**src/aml_pkg.sv**
```systemverilog
package aml_pkg;

  // ---------------------------------------------------------------
  // register indices; byte address is four times the index
  // ---------------------------------------------------------------
  localparam logic [15:0] AML_IDX_LO_LOCK_MUTE = 16'hE101;
  localparam logic [15:0] AML_IDX_LO_RAMP_DIS = 16'hE103;
  localparam logic [15:0] AML_IDX_HI_LOCK_MUTE = 16'hE141;
  localparam logic [15:0] AML_IDX_HI_RAMP_DIS = 16'hE143;
  localparam logic [15:0] AML_IDX_IRQ_STATUS = 16'hE180;
  localparam logic [15:0] AML_IDX_IRQ_MASK = 16'hE181;

  localparam int AML_ADDR_W = 18;

  // ---------------------------------------------------------------
  // field layout
  // ---------------------------------------------------------------
  localparam int AML_MUTE_LSB = 0;
  localparam int AML_LOCK_LSB = 8;
  localparam int AML_RAMP_DIS_BIT = 0;
  localparam int AML_PAIRS_PER_GROUP = 4;
  localparam int AML_PAIRS = 8;
  // status/mask: [7:0] lock acquired, [15:8] master clock enabled
  localparam int AML_EVT_ACQ_LSB = 0;
  localparam int AML_EVT_MCLK_LSB = 8;

  // ---------------------------------------------------------------
  // reset values
  // ---------------------------------------------------------------
  localparam logic [3:0] AML_RST_MUTE = 4'h0;
  localparam logic [7:0] AML_RST_LOCK = 8'h00;
  localparam logic AML_RST_RAMP_DIS = 1'b0;
  localparam logic [15:0] AML_RST_IRQ = 16'h0000;

  // ---------------------------------------------------------------
  // timing
  // ---------------------------------------------------------------
  localparam int AML_CLK_PERIOD_NS = 40;
  localparam int AML_RAMP_STEP_NS = 1000;
  localparam int AML_RAMP_STEP_CYC =
    (AML_RAMP_STEP_NS + AML_CLK_PERIOD_NS - 1) / AML_CLK_PERIOD_NS;
  localparam int AML_GAIN_W = 8;

  // 18-bit index-aligned byte address of a register index
  function automatic logic [AML_ADDR_W-1:0] aml_byte_addr(input logic [15:0] idx);
    aml_byte_addr = {idx, 2'b00};
  endfunction : aml_byte_addr

endpackage : aml_pkg

```
**src/aml_sync.sv**
```systemverilog
`timescale 1ns/1ps
module aml_sync
  import aml_pkg::*;
#(
  parameter int WIDTH = 8
) (
  input wire logic pclk,
  input wire logic presetn,
  input wire logic [WIDTH-1:0] d,
  output logic [WIDTH-1:0] q
);

  // first stage feeds only the second stage
  logic [WIDTH-1:0] meta;

  always_ff @(posedge pclk or negedge presetn) begin
    if (!presetn) begin
      meta <= '0;
      q <= '0;
    end else begin
      meta <= d;
      q <= meta;
    end
  end

endmodule : aml_sync

```
**src/aml_ramp.sv**
```systemverilog
`timescale 1ns/1ps
module aml_ramp
  import aml_pkg::*;
#(
  parameter int GAIN_W = AML_GAIN_W
) (
  input wire logic pclk,
  input wire logic presetn,
  input wire logic step_en,
  input wire logic mute_req,
  input wire logic abrupt,
  output logic [GAIN_W-1:0] gain,
  output logic silent
);

  localparam logic [GAIN_W-1:0] GAIN_FULL = '1;
  localparam logic [GAIN_W-1:0] GAIN_ONE = {{(GAIN_W-1){1'b0}}, 1'b1};

  // starts silent so no pop before the first unmute
  always_ff @(posedge pclk or negedge presetn) begin
    if (!presetn) begin
      gain <= '0;
    end else if (abrupt) begin
      gain <= mute_req ? '0 : GAIN_FULL;
    end else if (step_en) begin
      if (mute_req && gain != '0) begin
        gain <= gain - GAIN_ONE;
      end else if (!mute_req && gain != GAIN_FULL) begin
        gain <= gain + GAIN_ONE;
      end
    end
  end

  always_ff @(posedge pclk or negedge presetn) begin
    if (!presetn) begin
      silent <= 1'b1;
    end else begin
      silent <= (gain == '0);
    end
  end

endmodule : aml_ramp

```
**src/aml_mute_lock.sv**
```systemverilog
`timescale 1ns/1ps
// What this block does
// - low nibble of each group register holds per-pair mute; 1 mutes, 0 unmutes
// - mute bit n drives pair n of its group; lower group bit 0 is pair 0
// - with ramping enabled, mute and unmute move the gain gradually
// - bits 11..8 are read-only lock flags, bit 8 lowest pair of group
// - upper group register has same layout for pairs 4 to 7
// - all lock flags read 0 after reset
// - master clock enable sets the pair's lock flag and forces mute
// - rate selected and locked clears the pair's lock flag
// - a cleared lock flag stays 0 until the next reset
// - lower ramp-disable bit 0: 0 ramps, 1 mutes abruptly, pairs 0 to 3
// - ramp-disable set ignores the group's software mute bits
// - upper ramp-disable register does the same for pairs 4 to 7
module aml_mute_lock
  import aml_pkg::*;
#(
  parameter int PAIRS = AML_PAIRS,
  parameter int GAIN_W = AML_GAIN_W,
  parameter int RAMP_STEP_CYC = AML_RAMP_STEP_CYC
) (
  input wire logic pclk,
  input wire logic presetn,
  input wire logic psel,
  input wire logic penable,
  input wire logic pwrite,
  input wire logic [AML_ADDR_W-1:0] paddr,
  input wire logic [31:0] pwdata,
  input wire logic [3:0] pstrb,
  output logic [31:0] prdata,
  output logic pready,
  output logic pslverr,
  input wire logic [PAIRS-1:0] mclk_enable,
  input wire logic [PAIRS-1:0] rate_selected,
  input wire logic [PAIRS-1:0] clock_locked,
  output logic [PAIRS-1:0][GAIN_W-1:0] pair_gain,
  output logic [PAIRS-1:0] pair_silent,
  output logic [PAIRS-1:0] pair_mute_req,
  output logic irq
);

  // ---------------------------------------------------------------
  // apb decode
  // ---------------------------------------------------------------
  logic sel_lo_lm;
  logic sel_lo_rd;
  logic sel_hi_lm;
  logic sel_hi_rd;
  logic sel_stat;
  logic sel_mask;
  logic mapped;
  logic wr_en;
  logic rd_en;
  logic access;

  assign sel_lo_lm = (paddr == aml_byte_addr(AML_IDX_LO_LOCK_MUTE));
  assign sel_lo_rd = (paddr == aml_byte_addr(AML_IDX_LO_RAMP_DIS));
  assign sel_hi_lm = (paddr == aml_byte_addr(AML_IDX_HI_LOCK_MUTE));
  assign sel_hi_rd = (paddr == aml_byte_addr(AML_IDX_HI_RAMP_DIS));
  assign sel_stat = (paddr == aml_byte_addr(AML_IDX_IRQ_STATUS));
  assign sel_mask = (paddr == aml_byte_addr(AML_IDX_IRQ_MASK));
  assign mapped = sel_lo_lm | sel_lo_rd | sel_hi_lm | sel_hi_rd | sel_stat | sel_mask;

  assign access = psel & penable;
  assign wr_en = access & pwrite & mapped;
  assign rd_en = access & ~pwrite;

  // zero wait states; unmapped addresses answer with an error
  assign pready = 1'b1;
  assign pslverr = access & ~mapped;

  // ---------------------------------------------------------------
  // control registers
  // ---------------------------------------------------------------
  logic [3:0] mute_lo;
  logic [3:0] mute_hi;
  logic ramp_dis_lo;
  logic ramp_dis_hi;
  logic [15:0] irq_mask;

  // only byte lane 0 carries the mute nibble and ramp bit
  always_ff @(posedge pclk or negedge presetn) begin
    if (!presetn) begin
      mute_lo <= AML_RST_MUTE;
    end else if (wr_en && sel_lo_lm && pstrb[0]) begin
      mute_lo <= pwdata[AML_MUTE_LSB +: 4];
    end
  end

  always_ff @(posedge pclk or negedge presetn) begin
    if (!presetn) begin
      mute_hi <= AML_RST_MUTE;
    end else if (wr_en && sel_hi_lm && pstrb[0]) begin
      mute_hi <= pwdata[AML_MUTE_LSB +: 4];
    end
  end

  always_ff @(posedge pclk or negedge presetn) begin
    if (!presetn) begin
      ramp_dis_lo <= AML_RST_RAMP_DIS;
    end else if (wr_en && sel_lo_rd && pstrb[0]) begin
      ramp_dis_lo <= pwdata[AML_RAMP_DIS_BIT];
    end
  end

  always_ff @(posedge pclk or negedge presetn) begin
    if (!presetn) begin
      ramp_dis_hi <= AML_RST_RAMP_DIS;
    end else if (wr_en && sel_hi_rd && pstrb[0]) begin
      ramp_dis_hi <= pwdata[AML_RAMP_DIS_BIT];
    end
  end

  always_ff @(posedge pclk or negedge presetn) begin
    if (!presetn) begin
      irq_mask <= AML_RST_IRQ;
    end else if (wr_en && sel_mask) begin
      if (pstrb[0]) begin
        irq_mask[7:0] <= pwdata[7:0];
      end
      if (pstrb[1]) begin
        irq_mask[15:8] <= pwdata[15:8];
      end
    end
  end

  // ---------------------------------------------------------------
  // converter status inputs
  // ---------------------------------------------------------------
  // these come from converter logic on its own clocks
  logic [PAIRS-1:0] mclk_s;
  logic [PAIRS-1:0] rate_s;
  logic [PAIRS-1:0] locked_s;
  logic [PAIRS-1:0] mclk_d;
  logic [PAIRS-1:0] mclk_rise;

  aml_sync #(.WIDTH(PAIRS)) u_sync_mclk (
    .pclk(pclk),
    .presetn(presetn),
    .d(mclk_enable),
    .q(mclk_s)
  );

  aml_sync #(.WIDTH(PAIRS)) u_sync_rate (
    .pclk(pclk),
    .presetn(presetn),
    .d(rate_selected),
    .q(rate_s)
  );

  aml_sync #(.WIDTH(PAIRS)) u_sync_lock (
    .pclk(pclk),
    .presetn(presetn),
    .d(clock_locked),
    .q(locked_s)
  );

  // ---------------------------------------------------------------
  // master clock enable edge
  // ---------------------------------------------------------------
  // mclk_d clears with reset, so an enable already high at release
  // still counts as one event and arms the flag
  always_ff @(posedge pclk or negedge presetn) begin
    if (!presetn) begin
      mclk_d <= '0;
    end else begin
      mclk_d <= mclk_s;
    end
  end

  assign mclk_rise = mclk_s & ~mclk_d;

  // ---------------------------------------------------------------
  // lock flags
  // ---------------------------------------------------------------
  logic [PAIRS-1:0] lock_flag;
  logic [PAIRS-1:0] lock_done;
  logic [PAIRS-1:0] lock_acq;

  // flag high means not yet locked; acquiring lock is one-way
  assign lock_acq = lock_flag & rate_s & locked_s;

  always_ff @(posedge pclk or negedge presetn) begin
    if (!presetn) begin
      lock_flag <= AML_RST_LOCK;
    end else begin
      for (int i = 0; i < PAIRS; i++) begin
        if (mclk_rise[i] && !lock_done[i]) begin
          lock_flag[i] <= 1'b1;
        end else if (lock_acq[i]) begin
          lock_flag[i] <= 1'b0;
        end
      end
    end
  end

  // stays set until reset, so later rate or clock loss cannot re-arm
  always_ff @(posedge pclk or negedge presetn) begin
    if (!presetn) begin
      lock_done <= '0;
    end else begin
      lock_done <= lock_done | lock_acq;
    end
  end

  // ---------------------------------------------------------------
  // interrupt status
  // ---------------------------------------------------------------
  logic [15:0] irq_status;
  logic [15:0] irq_set;
  logic [15:0] irq_clr;
  logic [15:0] next_irq_status;

  assign irq_set = {mclk_rise & ~lock_done, lock_acq};
  assign irq_clr = (wr_en && sel_stat) ?
                   (pwdata[15:0] & {{8{pstrb[1]}}, {8{pstrb[0]}}}) : 16'h0000;

  // a new event beats a simultaneous write-one-to-clear
  assign next_irq_status = (irq_status & ~irq_clr) | irq_set;

  always_ff @(posedge pclk or negedge presetn) begin
    if (!presetn) begin
      irq_status <= AML_RST_IRQ;
    end else begin
      irq_status <= next_irq_status;
    end
  end

  // uses the next status so a clear drops irq at the same edge
  always_ff @(posedge pclk or negedge presetn) begin
    if (!presetn) begin
      irq <= 1'b0;
    end else begin
      irq <= |(next_irq_status & irq_mask);
    end
  end

  // ---------------------------------------------------------------
  // step divider
  // ---------------------------------------------------------------
  // one gain step per RAMP_STEP_CYC clocks; a full swing is 2^GAIN_W-1 steps
  localparam int DIV_W = $clog2(RAMP_STEP_CYC + 1);
  localparam logic [DIV_W-1:0] DIV_LAST = DIV_W'(RAMP_STEP_CYC - 1);
  localparam logic [DIV_W-1:0] DIV_ONE = DIV_W'(1);

  logic [DIV_W-1:0] div_cnt;
  logic step_en;
  logic [PAIRS-1:0] sw_mute;
  logic [PAIRS-1:0] abrupt;

  always_ff @(posedge pclk or negedge presetn) begin
    if (!presetn) begin
      div_cnt <= '0;
      step_en <= 1'b0;
    end else if (div_cnt == DIV_LAST) begin
      div_cnt <= '0;
      step_en <= 1'b1;
    end else begin
      div_cnt <= div_cnt + DIV_ONE;
      step_en <= 1'b0;
    end
  end

  // ---------------------------------------------------------------
  // mute request
  // ---------------------------------------------------------------
  logic [PAIRS-1:0] sw_effective;

  assign sw_mute = {mute_hi, mute_lo};
  assign abrupt = {{AML_PAIRS_PER_GROUP{ramp_dis_hi}}, {AML_PAIRS_PER_GROUP{ramp_dis_lo}}};

  // without ramping only lack of lock mutes
  assign sw_effective = sw_mute & ~abrupt;

  // held muted through reset so nothing is heard before the first decision
  always_ff @(posedge pclk or negedge presetn) begin
    if (!presetn) begin
      pair_mute_req <= '1;
    end else begin
      pair_mute_req <= sw_effective | lock_flag;
    end
  end

  // ---------------------------------------------------------------
  // gain ramps
  // ---------------------------------------------------------------
  for (genvar g = 0; g < PAIRS; g++) begin : g_ramp
    aml_ramp #(.GAIN_W(GAIN_W)) u_ramp (
      .pclk(pclk),
      .presetn(presetn),
      .step_en(step_en),
      .mute_req(pair_mute_req[g]),
      .abrupt(abrupt[g]),
      .gain(pair_gain[g]),
      .silent(pair_silent[g])
    );
  end

  // ---------------------------------------------------------------
  // read data
  // ---------------------------------------------------------------
  logic [31:0] next_rdata;
  logic [3:0] lock_lo;
  logic [3:0] lock_hi;

  // one group's lock/mute word; reserved positions stay zero
  function automatic logic [31:0] aml_lm_word(input logic [3:0] lock, input logic [3:0] mute);
    aml_lm_word = 32'h0000_0000;
    aml_lm_word[AML_LOCK_LSB +: 4] = lock;
    aml_lm_word[AML_MUTE_LSB +: 4] = mute;
  endfunction : aml_lm_word

  // pair n of either group shows at the same bit of its word
  assign lock_lo = lock_flag[3:0];
  assign lock_hi = lock_flag[7:4];

  always_comb begin
    next_rdata = 32'h0000_0000;
    if (sel_lo_lm) begin
      next_rdata = aml_lm_word(lock_lo, mute_lo);
    end else if (sel_hi_lm) begin
      next_rdata = aml_lm_word(lock_hi, mute_hi);
    end else if (sel_lo_rd) begin
      next_rdata[AML_RAMP_DIS_BIT] = ramp_dis_lo;
    end else if (sel_hi_rd) begin
      next_rdata[AML_RAMP_DIS_BIT] = ramp_dis_hi;
    end else if (sel_stat) begin
      next_rdata[15:0] = irq_status;
    end else if (sel_mask) begin
      next_rdata[15:0] = irq_mask;
    end
  end

  // driven in the setup cycle so it is valid at the access edge
  always_ff @(posedge pclk or negedge presetn) begin
    if (!presetn) begin
      prdata <= 32'h0000_0000;
    end else if (psel && !penable && !pwrite) begin
      prdata <= next_rdata;
    end else if (rd_en) begin
      prdata <= prdata;
    end
  end

endmodule : aml_mute_lock

```
**config.mk**
```make
export PLATFORM = sky130hd
export DESIGN_NAME = aml_mute_lock
export DESIGN_NICKNAME = d
export VERILOG_FILES = /design/src/aml_pkg.sv /design/src/aml_sync.sv /design/src/aml_ramp.sv /design/src/aml_mute_lock.sv
export SDC_FILE = /design/constraint.sdc
export NUM_CORES = 1
export LEC_CHECK = 0
export BUFFER_PORTS_ARGS = -buffer_cell sky130_fd_sc_hd__buf_2
export CAP_MARGIN = 5
export CORE_MARGIN = 3
export CORE_UTILIZATION = 54
export CTS_BUF_LIST = sky130_fd_sc_hd__clkbuf_4 sky130_fd_sc_hd__clkbuf_8 sky130_fd_sc_hd__clkbuf_16
export CTS_CLUSTER_SIZE = 8
export DETAILED_ROUTE_END_ITERATION = 10
export PLACE_DENSITY = 0.75
export SLEW_MARGIN = 30
export SYNTH_ARGS = -nofsm -noshare
export SYNTH_HDL_FRONTEND = slang
export SYNTH_SLANG_ARGS = --single-unit
```
**constraint.sdc**
```tcl
create_clock -name pclk -period 3.85 [get_ports pclk]
set_input_delay 0.1925 -clock pclk [delete_from_list [all_inputs] [get_ports pclk]]
set_output_delay 0.1925 -clock pclk [all_outputs]
set_load 0.1 [all_outputs]
```
==> results.toml, run 1 <==
[run_status]
outcome = "completed"

[hold_path]
worst_hold_startpoint = "paddr[3]"
min_path_type = "in2reg"
hold_path_end = "ramp_dis_hi"
whs_path_depth = 3

[clocking]
cts_tree = "built"
htreeDepth = 1
clkSinkCount = 217
cts_buffers = 31
clockBufferDepth = 3
clk_latency_ns = 0.56
clk_pin_slew_ns = 0.05
clock-root-buffer = "clkbuf_16"
cts_resized = 0

[critical_path]
worstPathMaxFanout = 6
crit_path_end_kind = "register"
cp.required_ns = 4.24
r2r-end = "g_ramp[7].u_ramp.gain[7]"
start_kind = "register"
crit_arrival_ns = 3.90
r2r_slack_ns = 0.34
timing.rr.start = "g_ramp[7].u_ramp.gain[5]"
critical_path_class = "reg2reg"
rr_worst_depth = 10

[synthesis]
yosysSeqAreaShare = 0.473
synth_edf_count = 0
syn_area_mm2 = 0.0115
async_flop_share = 1.00
syn_inst = 1158
ys_warn_count = 0
ys_seq_elements = 217
ys.flop_type = "dfrtp_1"
yosysUniqueCellTypes = 65
syn_area_per_cell_um2 = 9.96

[place]
hpwl_mm = 19.4
place_congestion = 0.884
port_buffers = 162
dp.cells = 1559

[finish]
diodes = 0
regArea_mm2 = 0.00545
nets = 1505
final_common_cell = "dfrtp_1"
synthToLayoutAreaGrowth_pct = 20.9
drive_gt1_frac = 0.218
fillers = 1623
stdcell_count = 1659
final_cell_mix = "dfrtp_1, buf_2, nand2_1, nor2_1, inv_1"
multi_input_area_mm2 = 0.00549

[sta]
setup_violations = 0
worst_slew_pin_slew_ns = 0.935
hold_viol = 0
period_share = 0.911
fmax_mhz = 285
rsz0062_at_grt = "no"
max_slew_margin = 0.371
min_period_ns = 3.51
finClkSkew_ns = 0.00932
fin_setup_tns_ns = 0
maxSlewViolCount = 0

[pwr]
power_frac_seq = 0.282
p_int_mw = 5.93
p_comb_frac = 0.487
fin_total_pwr_mw = 11.6
power_density_mw_per_mm2 = 830
clockPowerShare = 0.231
irDropWorstVdd_uv = 456
switchingPower_mw = 5.65
p_sw_frac = 0.488
p_leak_nw = 6.66

[global_route]
grt_pass1_wl_mm = 47.9
grt_overflow = 0
grt_usage = 0.243
grt_pass1_vias = 9436
grt_max_degree = 131
grt_antenna_before_repair = 0

[floorplan]
die_y_um = 152
dieArea_mm2 = 0.0231
die_w_um = 152
io_pins = 198
rows = 52
start_util = 0.559
core_area_mm2 = 0.0206

[run]
maxCapViolCount = 0

[detailed_routing]
vias_per_cell = 5.83
ant_nets = 0
drtPass1Iterations = 6
wire_per_inst_um = 17.5
wirelength_mm = 29.0
vias = 9666
drc_errors = 0
drtIter0Drc = 692
-- critical path: stages (launching register included) --
cell and delay [ns]:
dfrtp_1 0.42, or4_1 0.59, o21ai_0 0.38, inv_1 0.23, ha_1 0.31, a21oi_1 0.18, o211ai_1 0.15, o41ai_1 0.57
o21ai_0 0.24, o41ai_1 0.12, a221oi_1 0.14
-- final cells by class --
type / instances / share of cell area
clock buffer: 56 / 0.0691
clock inverter: 2 / 0.00197
inverter: 70 / 0.0188
multi-input combinational: 821 / 0.394
sequential: 217 / 0.391
tap: 270 / 0.0242
timing repair buffer: 223 / 0.101
-- worst max path at each step --
stage                             startpoint                       end  cells past startpoint
floorplan           g_ramp[3].u_ramp.gain[5]  g_ramp[3].u_ramp.gain[7]                     10
global placement    g_ramp[3].u_ramp.gain[5]  g_ramp[3].u_ramp.gain[7]                     10
detailed placement  g_ramp[7].u_ramp.gain[5]  g_ramp[7].u_ramp.gain[7]                     10
CTS                 g_ramp[7].u_ramp.gain[5]  g_ramp[7].u_ramp.gain[7]                     10
global route        g_ramp[7].u_ramp.gain[5]  g_ramp[7].u_ramp.gain[7]                     10
finish              g_ramp[7].u_ramp.gain[5]  g_ramp[7].u_ramp.gain[7]                     10
-- state kept, by name, summed over array words and instances, names as in the netlist --
| register | flops |
|---|---|
| u_sync_lock.q | 8 |
| mute_lo | 4 |
| pair_mute_req | 8 |
| step_en | 1 |
| lock_flag | 8 |
| prdata | 16 |
| div_cnt | 5 |
| mute_hi | 4 |
| ramp_dis_hi | 1 |
| mclk_d | 8 |
| u_sync_lock.meta | 8 |
| u_sync_mclk.q | 8 |
| u_sync_mclk.meta | 8 |
| u_sync_rate.meta | 8 |
| ramp_dis_lo | 1 |
| u_sync_rate.q | 8 |
| irq | 1 |
| irq_status | 16 |
| irq_mask | 16 |
| g_ramp.u_ramp.silent | 8 |
| lock_done | 8 |
| g_ramp.u_ramp.gain | 64 |
-- synthesized netlist by cell type, types with 22 or more instances --
cell type | count | area [um^2]
dfrtp_1 | 201 | 5030
xor2_1 | 26 | 228
inv_1 | 69 | 259
nand2_1 | 105 | 394
nand4_1 | 27 | 169
mux2_2 | 32 | 360
nand2b_1 | 22 | 138
clkbuf_1 | 28 | 105
nor2_1 | 78 | 293
o211ai_1 | 23 | 173
a31oi_1 | 26 | 163
ha_1 | 50 | 626
nand3_1 | 39 | 195
a21oi_1 | 49 | 245
buf_4 | 33 | 248
o21a_1 | 26 | 195
o21ai_0 | 58 | 290
nor3_1 | 37 | 185
a21o_1 | 31 | 233
-- per-layer routing --
layer | share of wire | global-route usage | routed length, um | vias up
met5 | 0 | 0 | 0 | -
met4 | 0.028 | 0.0685 | 810 | 0
met3 | 0.057 | 0.0344 | 1660 | 58
met2 | 0.49 | 0.413 | 14200 | 313
met1 | 0.43 | 0.328 | 12400 | 4702
li1 | - | - | - | 4593
-- power groups by stage --
stage | clock, mW | combinational [mW] | sequential (mW)
final | 2.68 | 5.63 | 3.27
after detailed placement | 0 | 5.56 | 3.29
after global routing | 2.83 | 6.06 | 3.35
after global placement | 0 | 5.45 | 3.27
after floorplan | 0 | 3.07 | 4.85
after CTS | 2.73 | 5.62 | 3.25
-- through the flow --
step | hold WS (ns) | utilization | setup WS [ns] | area (um^2)
2_1_floorplan | -0.103 | - | 0.340 | 11600
3_5_place_dp | 0.302 | 0.607 | 0.410 | 12500
4_1_cts | 0.0660 | 0.675 | 0.400 | 13900
5_1_grt | 0.0971 | 0.676 | 0.124 | 13900
6_report | 0.0846 | 0.676 | 0.343 | 13900
3_3_place_gp | 0.300 | 0.607 | 0.522 | 12500
-- cells by family after synthesis --
group,count (synthesis),share of synthesized area
other,2,0.000651
adders and majority gates,58,0.0681
DFF,217,0.473
and+or+nand+nor,385,0.169
buffers and inverters,135,0.0562
muxes,37,0.0357
xor gates and xnor gates,27,0.0205
AOI/OAI and AO/OA,297,0.177
-- what timing repair did --
item                                   CTS  global route
hold buffers                            41             0
setup endpoints to repair                0             0
buffers inserted                         0             0
endpoints found under the hold margin  184             0
No activity file was read; power rests on OpenSTA's default activity.
==> run 2, diff against run 1 <==
- CORE_MARGIN: 3 -> default
==> results.toml, run 2 (synthesis gave the netlist of run 1 again) <==
[run_status]
outcome = "completed"

[pwr]
p_comb_frac = 0.486
p_sw_frac = 0.486
p_leak_nw = 6.69
power_frac_seq = 0.282
irDropWorstVdd_uv = 467
power_density_mw_per_mm2 = 826
p_int_mw = 5.93
clockPowerShare = 0.232
fin_total_pwr_mw = 11.5
switchingPower_mw = 5.61

[sta]
fmax_mhz = 294
maxSlewViolCount = 0
hold_viol = 0
rsz0062_at_grt = "no"
period_share = 0.884
setup_violations = 0
max_slew_margin = 0.430
hold_ws_ns = 0.0955
finClkSkew_ns = 0.0120
min_period_ns = 3.41
worst_slew_pin_slew_ns = 0.855
fin_setup_tns_ns = 0

[hold_path]
whs_path_depth = 3
hold_path_end = "ramp_dis_hi"
worst_hold_startpoint = "paddr[3]"
min_path_type = "in2reg"

[critical_path]
crit_buf_inv = 1
crit_path_end_kind = "register"
cp_common_cell = "o41ai_1"
r2r_slack_ns = 0.44
rr_worst_depth = 9
critical_path_class = "reg2reg"
crit_path_top_delay_cell = "or4_1"
crit_arrival_ns = 3.84
worstPathMaxFanout = 7
r2r-end = "g_ramp[7].u_ramp.gain[7]"
timing.rr.start = "g_ramp[7].u_ramp.gain[0]"
path_cells = "or4_1 -> o21ai_0 -> inv_1 -> ha_1 -> a21oi_1 -> o211ai_1 -> o41ai_1 -> o41ai_1 -> a221oi_1"
crit_family = "compound AO/OA/AOI/OAI gates"
max_stage_delay_ns = 0.57
start_kind = "register"
cp.required_ns = 4.29

[detailed_routing]
vias_per_cell = 5.78
drtPass1Iterations = 6
vias = 9652
wire_per_inst_um = 16.8
drc_errors = 0
wirelength_mm = 28.0
ant_nets = 0
drtIter0Drc = 545

[global_route]
grt_pass1_vias = 9319
grt_usage = 0.256
grt_overflow = 0
grt_antenna_before_repair = 0
grt_max_degree = 111
grt_pass1_wl_mm = 45.5

[finish]
largest_register_ff_count = 64
final_common_cell = "dfrtp_1"
drive_gt1_frac = 0.222
final_cell_mix = "dfrtp_1, buf_2, nand2_1, nor2_1, inv_1"
largest_register = "g_ramp.u_ramp.gain"
synthToLayoutAreaGrowth_pct = 21.2
fillers = 1654
final_util = 0.667
diodes = 0
nets = 1510
final_area_mm2 = 0.0140

[clocking]
clock-root-buffer = "clkbuf_16"
cts_tree = "built"
htreeDepth = 1
clk_pin_slew_ns = 0.05
clockBufferDepth = 3
clk_latency_ns = 0.55
hold_buffers = 41
clkSinkCount = 217
cts_resized = 0
cts_buffers = 31
postCtsSetupBuffers = 0

[floorplan]
dieArea_mm2 = 0.0219
start_util = 0.550
die_w_um = 148
io_pins = 198
die_y_um = 148
core_area_mm2 = 0.0210
rows = 53

[place]
place_congestion = 0.899
hpwl_mm = 19.2
place_area_mm2 = 0.0126
port_buffers = 162

[run]
maxCapViolCount = 0
run 2: how the worst max path moves through the flow:
stage                        startpoint                       end  slack, ns  cells past startpoint
6_report       g_ramp[7].u_ramp.gain[0]  g_ramp[7].u_ramp.gain[7]       0.44                      9
4_1_cts        g_ramp[7].u_ramp.gain[0]  g_ramp[7].u_ramp.gain[7]       0.52                      9
3_3_place_gp   g_ramp[7].u_ramp.gain[0]  g_ramp[7].u_ramp.gain[7]       0.59                     10
3_5_place_dp   g_ramp[7].u_ramp.gain[1]  g_ramp[7].u_ramp.gain[7]       0.54                      9
2_1_floorplan  g_ramp[3].u_ramp.gain[5]  g_ramp[3].u_ramp.gain[7]       0.34                     10
5_1_grt        g_ramp[7].u_ramp.gain[0]  g_ramp[7].u_ramp.gain[7]       0.12                     10
run 2: stage by stage:
step | std cells | setup WS (ns)
final | 1669 | 0.445
after global routing | 1669 | 0.118
after CTS | 1669 | 0.517
after detailed placement | 1570 | 0.541
after global placement | 1570 | 0.587
after floorplan | 1173 | 0.340
run 2: power by group through the flow:
| stage | logic, mW | clock network (mW) | registers (mW) |
|---|---|---|---|
| finish | 5.61 | 2.68 | 3.26 |
| global route | 6.06 | 2.83 | 3.32 |
| CTS | 5.60 | 2.73 | 3.25 |
| detailed placement | 5.55 | 0 | 3.29 |
| global placement | 5.44 | 0 | 3.26 |
| floorplan | 3.07 | 0 | 4.85 |
run 2: metal layers:
layer  GRT usage  share of wire  vias to the layer above
li1            -              -                     4612
met1       0.340           0.44                     4651
met2       0.423           0.47                      313
met3      0.0405          0.052                       76
met4      0.0959          0.034                        0
met5           0              0                        -
run 2: cell type report:
| type | instances | area [um^2] | share of cell area |
|---|---|---|---|
| clock buffers | 56 | 963 | 0.0689 |
| clock inverters | 2 | 28.8 | 0.00206 |
| inverters | 70 | 263 | 0.0188 |
| multi-input cells | 821 | 5500 | 0.393 |
| flip-flops and latches | 217 | 5450 | 0.390 |
| well taps | 275 | 344 | 0.0246 |
| repair buffers | 228 | 1430 | 0.102 |
run 2: tightest hold or removal path: stages:
cell	delay, ns
buf_2	0.17
nand3_1	0.10
mux2_2	0.15
